==> src/design/crc_pkg.sv <==
// Purpose: Shared constants and types for the clock synthesizer and receive control bank.
// Assumes: One 200 MHz clock and a synchronous active-high reset.
// Notes: Register indices are the printed host-port addresses.
package crc_pkg;

  // ==========================================================
  // Register map
  localparam logic [4:0] CRC_ADDR_SYNTH_RX = 5'h11;
  localparam logic [4:0] CRC_ADDR_GAUGE_PATH = 5'h12;
  localparam logic [7:0] CRC_SYNTH_RX_RESET = 8'h00;
  localparam logic [7:0] CRC_GAUGE_PATH_RESET = 8'h00;
  localparam logic [7:0] CRC_SYNTH_RX_MASK = 8'h7f;

  // ==========================================================
  // Field positions, clock synthesizer and receive control
  localparam int CRC_SRC_LSB = 4;
  localparam int CRC_RATE_BIT = 3;
  localparam int CRC_MUTE_BIT = 2;
  localparam int CRC_EXLOSS_BIT = 1;
  localparam int CRC_TEST_BIT = 0;

  // Field positions, gauge and path control
  localparam int CRC_GAUGE_LSB = 6;
  localparam int CRC_TXON_BIT = 5;
  localparam int CRC_TERM_BIT = 4;

  // ==========================================================
  // Loss-of-signal zero counts
  localparam int CRC_LOS_CNT_W = 13;
  localparam logic [12:0] CRC_LOS_EXT_ZEROS = 13'd4096;
  localparam logic [12:0] CRC_LOS_T1_BASE = 13'd175;
  localparam logic [12:0] CRC_LOS_T1_EXTRA = 13'd75;
  localparam logic [12:0] CRC_LOS_E1_ZEROS = 13'd32;

  // ==========================================================
  // Synthesizer frequencies in kHz
  localparam logic [11:0] CRC_KHZ_E1 = 12'd2048;
  localparam logic [11:0] CRC_KHZ_T1 = 12'd1544;
  localparam logic [11:0] CRC_KHZ_8 = 12'd8;
  localparam logic [11:0] CRC_KHZ_16 = 12'd16;
  localparam logic [11:0] CRC_KHZ_56 = 12'd56;
  localparam logic [11:0] CRC_KHZ_64 = 12'd64;
  localparam logic [11:0] CRC_KHZ_128 = 12'd128;
  localparam logic [11:0] CRC_KHZ_256 = 12'd256;

  // Cable model chosen by the gauge field
  typedef enum logic [1:0] {
    CRC_GAUGE_MIXED = 2'b00,
    CRC_GAUGE_22 = 2'b01,
    CRC_GAUGE_24 = 2'b10,
    CRC_GAUGE_26 = 2'b11
  } crc_gauge_e;

endpackage

==> src/design/crc_los_if.sv <==
// Purpose: Carrier between the control bank and its zero counter.
// Assumes: Both ends on the same clock.
// Notes: The bank drives the strobe and settings; the counter returns the flag.
`timescale 1ns/1ps
interface crc_los_if;
  logic bit_strobe;
  logic zero_bit;
  logic extended;
  logic t1_mode;
  logic lost;
  modport bank (output bit_strobe, output zero_bit, output extended, output t1_mode,
    input lost);
  modport counter (input bit_strobe, input zero_bit, input extended, input t1_mode,
    output lost);
endinterface

==> src/design/crc_bank.sv <==
// Purpose: Clock synthesizer select, receive mute, loss-of-signal and test control bank.
// Assumes: Host port signals and line inputs are synchronous to clk.
// Notes: Host reads return stored register contents one cycle after the read strobe.
`timescale 1ns/1ps
module crc_bank (
  // Clock and reset
  input wire logic clk,
  input wire logic reset,
  // Host register port
  input wire logic [4:0] host_addr,
  input wire logic [7:0] host_wdata,
  input wire logic host_wr,
  input wire logic host_rd,
  output logic [7:0] host_rdata,
  output logic host_rvalid,
  // Mode and hardware pins
  input wire logic hw_mode,
  input wire logic [2:0] hw_synth_source_sel,
  input wire logic hw_master_rate_select,
  input wire logic board_test_pin_n,
  // Receive line side
  input wire logic rx_bit_strobe,
  input wire logic rx_pos_in,
  input wire logic rx_neg_in,
  input wire logic rx_clk_in,
  // Receive outputs
  output logic rx_positive_data_out,
  output logic rx_negative_violation_out,
  output logic rx_clk_out,
  output logic receive_signal_lost,
  // Synthesizer control
  output logic synth_source_sel_2,
  output logic synth_source_sel_1,
  output logic synth_source_sel_0,
  output logic master_rate_select,
  output logic [11:0] synth_ref_khz,
  output logic [11:0] synth_out_khz,
  // Line and test control
  output logic wire_size_sel_hi,
  output logic wire_size_sel_lo,
  output crc_pkg::crc_gauge_e cable_model,
  output logic transmit_enable_handover,
  output logic termination_select_handover,
  output logic board_test_tristate,
  output logic pins_output_enable
);

  // ==========================================================
  // Register storage
  logic [7:0] clock_synth_and_receive_control;
  logic [7:0] line_gauge_and_path_control;
  // Selects are shared by the write enables and the read mux so both stay in step
  logic sel_synth;
  logic sel_gauge;
  logic [7:0] read_mux;

  // Address decode
  // Only the two addresses of this bank are decoded; all others are ignored
  assign sel_synth = (host_addr == crc_pkg::CRC_ADDR_SYNTH_RX);
  assign sel_gauge = (host_addr == crc_pkg::CRC_ADDR_GAUGE_PATH);
  // Unmapped addresses read as zero; reserved top bit of the synth register reads zero
  assign read_mux = sel_synth ? clock_synth_and_receive_control :
    (sel_gauge ? line_gauge_and_path_control : 8'h00);

  // Host writes
  // The reserved top bit of the synth register is dropped so it always reads zero
  always_ff @(posedge clk) begin
    if (reset) begin
      clock_synth_and_receive_control <= crc_pkg::CRC_SYNTH_RX_RESET;
      line_gauge_and_path_control <= crc_pkg::CRC_GAUGE_PATH_RESET;
    end else if (host_wr) begin
      if (sel_synth) begin
        clock_synth_and_receive_control <= host_wdata & crc_pkg::CRC_SYNTH_RX_MASK;
      end
      if (sel_gauge) begin
        line_gauge_and_path_control <= host_wdata;
      end
    end
  end

  // Host read answer
  // Read data holds until the next read, so a slow host may pick it up late
  // A read and a write in one cycle: the read returns the old contents
  always_ff @(posedge clk) begin
    if (reset) begin
      host_rdata <= 8'h00;
      host_rvalid <= 1'b0;
    end else begin
      host_rdata <= host_rd ? read_mux : host_rdata;
      host_rvalid <= host_rd;
    end
  end

  // ==========================================================
  // Field extraction
  logic [2:0] reg_source;
  logic reg_rate;
  logic mute;
  logic ext_loss;
  logic reg_test;
  logic [1:0] gauge;

  // Top bits of the multi-bit fields, declared ahead of the slices that use them
  localparam int CRC_SRC_MSB = crc_pkg::CRC_SRC_LSB + 2;
  localparam int CRC_GAUGE_MSB = crc_pkg::CRC_GAUGE_LSB + 1;

  // Field slices are named so the selection logic below reads plainly
  assign reg_source = clock_synth_and_receive_control[CRC_SRC_MSB:crc_pkg::CRC_SRC_LSB];
  assign reg_rate = clock_synth_and_receive_control[crc_pkg::CRC_RATE_BIT];
  assign mute = clock_synth_and_receive_control[crc_pkg::CRC_MUTE_BIT];
  assign ext_loss = clock_synth_and_receive_control[crc_pkg::CRC_EXLOSS_BIT];
  assign reg_test = clock_synth_and_receive_control[crc_pkg::CRC_TEST_BIT];
  assign gauge = line_gauge_and_path_control[CRC_GAUGE_MSB:crc_pkg::CRC_GAUGE_LSB];

  // ==========================================================
  // Synthesizer selection
  logic [2:0] next_source;
  logic next_rate;
  logic [11:0] next_ref_khz;
  logic [11:0] next_out_khz;

  // Register source and rate bits lose all effect in hardware mode, so pins cannot fight software
  // Source and rate pass one register stage together, so the synthesizer sees one change
  assign next_source = hw_mode ? hw_synth_source_sel : reg_source;
  assign next_rate = hw_mode ? hw_master_rate_select : reg_rate;
  assign next_out_khz = next_rate ? crc_pkg::CRC_KHZ_T1 : crc_pkg::CRC_KHZ_E1;

  // Reference input implied by the source code
  // Every code is listed; the default only guards against unknown selects
  always_comb begin
    case (next_source)
      3'b000: next_ref_khz = crc_pkg::CRC_KHZ_E1;
      3'b001: next_ref_khz = crc_pkg::CRC_KHZ_T1;
      3'b010: next_ref_khz = crc_pkg::CRC_KHZ_8;
      3'b011: next_ref_khz = crc_pkg::CRC_KHZ_16;
      3'b100: next_ref_khz = crc_pkg::CRC_KHZ_56;
      3'b101: next_ref_khz = crc_pkg::CRC_KHZ_64;
      3'b110: next_ref_khz = crc_pkg::CRC_KHZ_128;
      3'b111: next_ref_khz = crc_pkg::CRC_KHZ_256;
      default: next_ref_khz = crc_pkg::CRC_KHZ_E1;
    endcase
  end

  // Synthesizer outputs
  // Reset leaves the synthesizer on the E1 reference and rate, a defined start
  always_ff @(posedge clk) begin
    if (reset) begin
      {synth_source_sel_2, synth_source_sel_1, synth_source_sel_0} <= 3'b000;
      master_rate_select <= 1'b0;
      synth_ref_khz <= crc_pkg::CRC_KHZ_E1;
      synth_out_khz <= crc_pkg::CRC_KHZ_E1;
    end else begin
      {synth_source_sel_2, synth_source_sel_1, synth_source_sel_0} <= next_source;
      master_rate_select <= next_rate;
      synth_ref_khz <= next_ref_khz;
      synth_out_khz <= next_out_khz;
    end
  end

  // ==========================================================
  // Receive path and loss of signal
  // The zero counter watches the raw inputs, so muting never hides a loss
  // Its threshold follows the effective rate, whether from the pin or the register
  crc_los_if los_link ();

  assign los_link.bit_strobe = rx_bit_strobe;
  assign los_link.zero_bit = !(rx_pos_in || rx_neg_in);
  assign los_link.extended = ext_loss;
  assign los_link.t1_mode = next_rate;

  crc_los_counter u_los (
    .clk(clk),
    .reset(reset),
    .los(los_link)
  );

  // Data and clock share one register stage so their alignment is kept
  // Mute gates only the data; the recovered clock is never gated
  // The loss flag gets one more stage here so every output leaves from a flop
  always_ff @(posedge clk) begin
    if (reset) begin
      rx_positive_data_out <= 1'b0;
      rx_negative_violation_out <= 1'b0;
      rx_clk_out <= 1'b0;
      receive_signal_lost <= 1'b0;
    end else begin
      rx_positive_data_out <= rx_pos_in && !mute;
      rx_negative_violation_out <= rx_neg_in && !mute;
      rx_clk_out <= rx_clk_in;
      receive_signal_lost <= los_link.lost;
    end
  end

  // ==========================================================
  // Line, hand-over and test controls
  logic next_tristate;
  // Either source requests the tri-state condition; the pin is active low

  assign next_tristate = reg_test || !board_test_pin_n;

  // Pad enables follow the test request; the pads themselves sit outside this bank
  // Hand-over bits are stored and passed on only; what they switch lies outside
  // The gauge field leaves both as raw bits and as the cable model value
  always_ff @(posedge clk) begin
    if (reset) begin
      {wire_size_sel_hi, wire_size_sel_lo} <= 2'b00;
      cable_model <= crc_pkg::CRC_GAUGE_MIXED;
      transmit_enable_handover <= 1'b0;
      termination_select_handover <= 1'b0;
      board_test_tristate <= 1'b0;
      pins_output_enable <= 1'b0;
    end else begin
      {wire_size_sel_hi, wire_size_sel_lo} <= gauge;
      cable_model <= crc_pkg::crc_gauge_e'(gauge);
      transmit_enable_handover <= line_gauge_and_path_control[crc_pkg::CRC_TXON_BIT];
      termination_select_handover <= line_gauge_and_path_control[crc_pkg::CRC_TERM_BIT];
      board_test_tristate <= next_tristate;
      pins_output_enable <= !next_tristate;
    end
  end

endmodule

==> src/design/crc_los_counter.sv <==
// Purpose: Counts consecutive received zeros and declares loss of signal.
// Assumes: One bit_strobe per received bit period.
// Notes: Any mark bit clears the count and the flag at once.
`timescale 1ns/1ps
module crc_los_counter (
  // Clock and reset
  input wire logic clk,
  input wire logic reset,
  // Link to the control bank
  crc_los_if.counter los
);

  logic [crc_pkg::CRC_LOS_CNT_W-1:0] zero_count;
  logic [crc_pkg::CRC_LOS_CNT_W-1:0] next_zero_count;
  logic [crc_pkg::CRC_LOS_CNT_W-1:0] threshold;
  logic lost;
  logic next_lost;
  logic at_threshold;

  // ==========================================================
  // Threshold selection
  assign threshold = los.extended ? crc_pkg::CRC_LOS_EXT_ZEROS :
    (los.t1_mode ? crc_pkg::CRC_LOS_T1_BASE + crc_pkg::CRC_LOS_T1_EXTRA
                 : crc_pkg::CRC_LOS_E1_ZEROS);
  // Counter saturates at the threshold so it never wraps into a false clear
  assign at_threshold = (zero_count >= threshold);
  assign next_zero_count = !los.bit_strobe ? zero_count :
    (!los.zero_bit ? '0 : (at_threshold ? zero_count : zero_count + 1'b1));
  assign next_lost = !los.bit_strobe ? lost :
    (!los.zero_bit ? 1'b0 : (zero_count + 1'b1 >= threshold));

  // Count register
  always_ff @(posedge clk) begin
    if (reset) begin
      zero_count <= '0;
      lost <= 1'b0;
    end else begin
      zero_count <= next_zero_count;
      lost <= next_lost;
    end
  end

  assign los.lost = lost;

endmodule

==> config.mk <==
export PLATFORM = sky130hd
export DESIGN_NAME = crc_bank
export DESIGN_NICKNAME = d
export VERILOG_FILES = /design/src/design/crc_pkg.sv /design/src/design/crc_los_if.sv /design/src/design/crc_bank.sv /design/src/design/crc_los_counter.sv
export SDC_FILE = /design/constraint.sdc
export NUM_CORES = 1
export LEC_CHECK = 0
export ABC_AREA = 1
export BUFFER_PORTS_ARGS = -buffer_cell sky130_fd_sc_hd__buf_2
export CAP_MARGIN = 20
export CORE_ASPECT_RATIO = 2
export CORE_MARGIN = 8
export CORE_UTILIZATION = 40
export DETAILED_ROUTE_END_ITERATION = 7
export SLEW_MARGIN = 25
export SYNTH_ARGS = -nofsm -noshare
export SYNTH_HDL_FRONTEND = slang
export SYNTH_SLANG_ARGS = --single-unit
==> constraint.sdc <==
create_clock -name clk -period 2.3 [get_ports clk]
set_input_delay 0.115 -clock clk [delete_from_list [all_inputs] [get_ports clk]]
set_output_delay 0.115 -clock clk [all_outputs]
set_load 0.02 [all_outputs]
* Word level (Yosys, flattened, before mapping)
Memory sizes are Yosys's and may differ from the RTL's. A register that Yosys moved wholly into a read port is not among the register bits.
Cells that the tools add are included.
** Operators by class
- Add/sub/neg operators :: 1
- Multipliers :: 0
- Div/mod/pow operators :: 0
- Order comparisons :: 2
- Equal/unequal tests :: 3
- Shift operators :: 0
- Muxes and demuxes :: 10
- Bitwise gates (word level) :: 0
- Reduce and logical (&&, ||, !) cells :: 10
** Operator list (number)
- $mux 13 :: 3
- $ge 13x13->1 :: 2
- $mux 8 :: 3
- $add 13x1->13 const B :: 1
- $mux 12 :: 1
- $eq 5x5->1 const B :: 2
- $reduce_and 2->1 :: 3
- $logic_not 1->1 :: 3
- $mux 3 :: 1
- $logic_and 1x1->1 :: 2
- $logic_or 1x1->1 :: 2
- $mux 1 :: 2
- $ne 2x2->1 const B :: 1
** Storage, ports and cells
- Register bits :: 78
- Bits in latches :: 0
- Bits in writable memories :: 0
- Bits in read-only memories :: 72
- Output and inout bits :: 49
- Memories :: 1
** Memories
- (no name shown) :: words 8, bits a word 9, read ports 1, clocked after Yosys merged registers in 1, write ports 0, line crc_bank.sv:131 : case (next_source)

* Logic depth before layout (Yosys ltp)
- Depth after elaboration :: 6
- Gate-level depth with buffers :: 18

* Modules after synthesis
A second synthesis with hierarchy kept.
** Second synthesis, totals
- Cell total of the unflattened synthesis :: 448
- Area total of the unflattened synthesis :: 3159.3 µm²
** Modules (own cells, without submodules)
- crc_bank :: instances 1, cells each 260, area each 1941.9 µm², sequential area each 940.9 µm²
- crc_los_counter :: instances 1, cells each 188, area each 1217.4 µm², sequential area each 280.3 µm²

* Worst setup path after synthesis
OpenSTA, ideal clock, no wires.
- Path kind :: flip-flop to flip-flop
- Start point :: reg u_los.zero_count[0] (netlist name)
- End point :: reg u_los.lost (netlist: u_los.los.lost)
- Library setup time :: 112 ps
- Data arrival time :: 1943 ps
- Data required time :: 2188 ps
- Path slack :: 245 ps
- Cell stages (with the launch flop) :: 19
- Path buffers :: 0
- Clock period less this slack :: 2055 ps
- Path through :: dfxtp_1 -> ha_1 -> nand3_1 -> nor2_1 -> xnor2_1 -> inv_1 -> ha_1 -> nand2_1 -> nor2_1 -> nand3_1 -> nand2_1 -> inv_1 -> nand2_1 -> nor2_1 -> nand2_1 -> nand2_1 -> nand2_1 -> nand2_1 -> nand2_1
** On the way
- Longest elaborated chain between the ends :: 3
** Ends and longest elaborated chain
- start, declared :: line crc_los_counter.sv:13 : logic [crc_pkg::CRC_LOS_CNT_W-1:0] zero_count;
- start signal, assigned :: line crc_los_counter.sv:38 : zero_count <= next_zero_count;
- $add 13x1->13 :: line crc_los_counter.sv:30 : (!los.zero_bit ? 1'b0 : (zero_count + 1'b1 >= threshold));
- $ge 13x13->1 :: line crc_los_counter.sv:30
- $mux 1 :: line crc_los_counter.sv:30
- end signal, assigned :: line crc_los_counter.sv:39 : lost <= next_lost;
- end, declared :: line crc_los_counter.sv:16 : logic lost;
No other way between the ends.
A chain may end at the register's enable or synchronous reset.

* Final worst setup path
- Start point :: reg clock_synth_and_receive_control[3]
- End point :: reg u_los.zero_count[0] (netlist name)
** On the way
- Longest elaborated chain between the ends :: 6
** Ends and longest elaborated chain
- start, declared :: line crc_bank.sv:50 : logic [7:0] clock_synth_and_receive_control;
- start signal, assigned :: line crc_bank.sv:69 : clock_synth_and_receive_control <= crc_pkg::CRC_SYNTH_RX_RESET;
- start signal, assigned :: line crc_bank.sv:73 : clock_synth_and_receive_control <= host_wdata & crc_pkg::CRC_SYNTH_RX_MASK;
- $mux 1 :: line crc_bank.sv:125 : assign next_rate = hw_mode ? hw_master_rate_select : reg_rate;
- $mux 8 :: line crc_los_counter.sv:23 : (los.t1_mode ? crc_pkg::CRC_LOS_T1_BASE + crc_pkg::CRC_LOS_T1_EXTRA
- $mux 13 :: line crc_los_counter.sv:22 : assign threshold = los.extended ? crc_pkg::CRC_LOS_EXT_ZEROS :
- $ge 13x13->1 :: line crc_los_counter.sv:26 : assign at_threshold = (zero_count >= threshold);
- $ne 2x2->1 (no source line)
- $reduce_and 2->1 (no source line)
No other way between the ends.

==> results.cfg <==
[timing]
fin_crit_sh = 0.948
finalSetupTns_ps = 0
worstMarginPinSlew_ps = 677
slew_headroom = 0.546
setup_viol = 0
period_minus_slack_ps = 2180
skew_ps = 4.39
rsz0062_at_grt = false
max_freq_mhz = 458
finalMaxSlewViolations = 0
hold_viol = 0

[route]
vias_per_cell = 4.85
ant_nets = 0
via_count = 2792
drc = 0
firstDrtPassIters = 4
wl_mm = 8.33
wl_per_cell_um = 14.5
drtIter0Drc = 181

[cts]
cts_max_path_buffers = 2
cts_tree = yes
clk_pin_slew_ps = 50
numCtsBuffers = 9
worstSkewPairLatency_ps = 330
htree_levels = 3
cts_root_buf = clkbuf_16
cts_sinks = 61

[placement]
placed_area_mm2 = 0.00333
dp_hpwl_mm = 6.51
port_buffers = 64
routabilityCongestion = 0.925
place_inst = 558

[die]
num_io_pins = 76
core_area_mm2 = 0.00721
die_area_mm2 = 0.0106
die_w_um = 77.0
fp-row-count = 44
start_util = 0.413
dieHeight_um = 138

[pwr]
peakVddDrop_v = 0.000558
fin_total_pwr_w = 0.00268
p_leak_nw = 1.85
powerDensity_mw_per_mm2 = 726

[yosys]
synth-seq-cells = 61
synth.avg_cell_area_um2 = 7.22
syn_area_mm2 = 0.00298
synthArstFlopShare = 0
synth_edf_count = 0
yosys_most_used_dff = dfxtp_1
yosysWarningCount = 0
synth_cell_type_count = 30
synth_cells = 412
ys_seq_area_frac = 0.410

[setup_path]
crit_path_end_kind = flop
required_ps = 2520
arrival_ps = 2400
path_max_fanout = 7
worst_setup_path_start_kind = flop
criticalPathCategory = reg2reg

[cells_and_area]
design_area_mm2 = 0.00369
layout_commonest_cell = nand2_1
fin_nets = 524
synthToLayoutAreaGrowth_pct = 24.1
layout-drive-gt1-share = 0.217
antenna_cells = 0
post-route-util = 0.512
final_cells = 576
layout_common_cells = 80 x nand2_1, 64 x buf_2, 58 x nor2_1, 58 x dfxtp_1, 54 x inv_1

[global_routing]
grt_usage = 0.156
grt_pass1_vias = 2810
grt_pass1_wl_mm = 12.8
antenna_found_initial = 0
grt_max_degree = 29
grt_overflow = 0

[outcome]
outcome = complete, no violations

[run]
drv_cap = 0

[hold_path]
hp-class = in2reg
==> synthesized netlist by cell type, types with 2 or more instances <==
master | n | area share
o21ai_0 | 22 | 0.037
a21oi_1 | 25 | 0.042
ha_1 | 17 | 0.071
nand2_1 | 80 | 0.10
inv_1 | 55 | 0.069
nand4_1 | 2 | 0.0042
buf_4 | 18 | 0.045
or2_2 | 3 | 0.0063
clkbuf_1 | 6 | 0.0076
xnor2_1 | 5 | 0.015
o211ai_1 | 9 | 0.023
dfxtp_1 | 61 | 0.41
buf_2 | 2 | 0.0034
nor2_1 | 61 | 0.077
nand3_1 | 28 | 0.047
nor3_1 | 4 | 0.0067
==> repair_timing <==
action | 4_1_cts | 5_1_grt
resized for setup | 0 | 13
endpoints found under the hold margin | 2 | 0
hold buffers | 2 | 0
setup endpoints to repair | 0 | 14
buffers inserted | 0 | 1
==> registers in the layout, summed over array words and instances, names as in the netlist <==
name,flops
u_los.los.lost,1
termination_select_handover,1
cable_model,1
synth_source_sel_1,1
host_rdata,8
receive_signal_lost,1
pins_output_enable,1
rx_negative_violation_out,1
synth_out_khz,2
rx_clk_out,1
wire_size_sel_hi,1
board_test_tristate,1
synth_source_sel_0,1
rx_positive_data_out,1
synth_ref_khz,8
synth_source_sel_2,1
transmit_enable_handover,1
host_rvalid,1
u_los.zero_count,13
line_gauge_and_path_control,8
clock_synth_and_receive_control,7
==> critical path, cell delays in order, from the launching register on <==
cell     delay, ps
dfxtp_1        360
mux2i_1        150
nor2_2         190
inv_2           90
ha_1           300
inv_1           60
nor3_1         180
nand2_1        100
nand3_1        100
nand3_2        120
buf_4          210
nand2_1         60
nand2_1         50
nand2_1         50
nor2_1          60
==> kinds of logic after synthesis <==
kind of cell | after synthesis | share of synthesized area
AOI/OAI and AO/OA | 57 | 0.104
muxes | 1 | 0.00336
and+or+nand+nor | 184 | 0.259
adders and majority gates | 17 | 0.0715
DFF | 61 | 0.410
other | 1 | 0.00126
xor gates and xnor gates | 6 | 0.0177
buffers and inverters | 85 | 0.133
==> per-stage QoR <==
stage | hold slack (ps) | setup WS, ps
6_report | 25.7 | 119
5_1_grt | 35.8 | 13.8
4_1_cts | 24.3 | 14.1
3_5_place_dp | 316 | 27.6
3_3_place_gp | 314 | 92.8
2_1_floorplan | 211 | 245
==> cell type report <==
cell class | instances | area, µm²
well taps | 92 | 115
flip-flops and latches | 61 | 1220
repair buffers | 75 | 408
multi-input cells | 276 | 1430
clock buffers | 11 | 253
clock inverters | 4 | 47.5
fillers | 715 | 3520
inverters | 57 | 214
==> final timing paths <==
| check | startpoint | slack, ps | cells past startpoint | endpoint |
|---|---|---|---|---|
| setup / recovery | clock_synth_and_receive_control[3] | 120 | 14 | u_los.zero_count[0] |
| hold / removal | host_wdata[5] | 30 | 3 | clock_synth_and_receive_control[5] |
| setup reg to reg | clock_synth_and_receive_control[3] | 120 | 14 | u_los.zero_count[0] |
| hold reg to reg | u_los.los.lost | 420 | 2 | receive_signal_lost |
==> layer usage <==
metal	track usage	vias to the layer above	part of all wire
met3	0.0422	28	0.040
met2	0.302	83	0.58
met4	0.119	0	0.046
met5	0	-	0
met1	0.130	1266	0.34
li1	-	1415	-
==> where the power goes <==
part,internal [W],total (W),switching (W),leakage [nW]
sequential,0.00109,0.00110,0.0000117,0.498
clock,0.000886,0.00135,0.000466,0.147
combinational,0.0000754,0.000231,0.000156,1.21
total,0.00205,0.00268,0.000633,1.85
No activity file was read; power rests on OpenSTA's default activity.
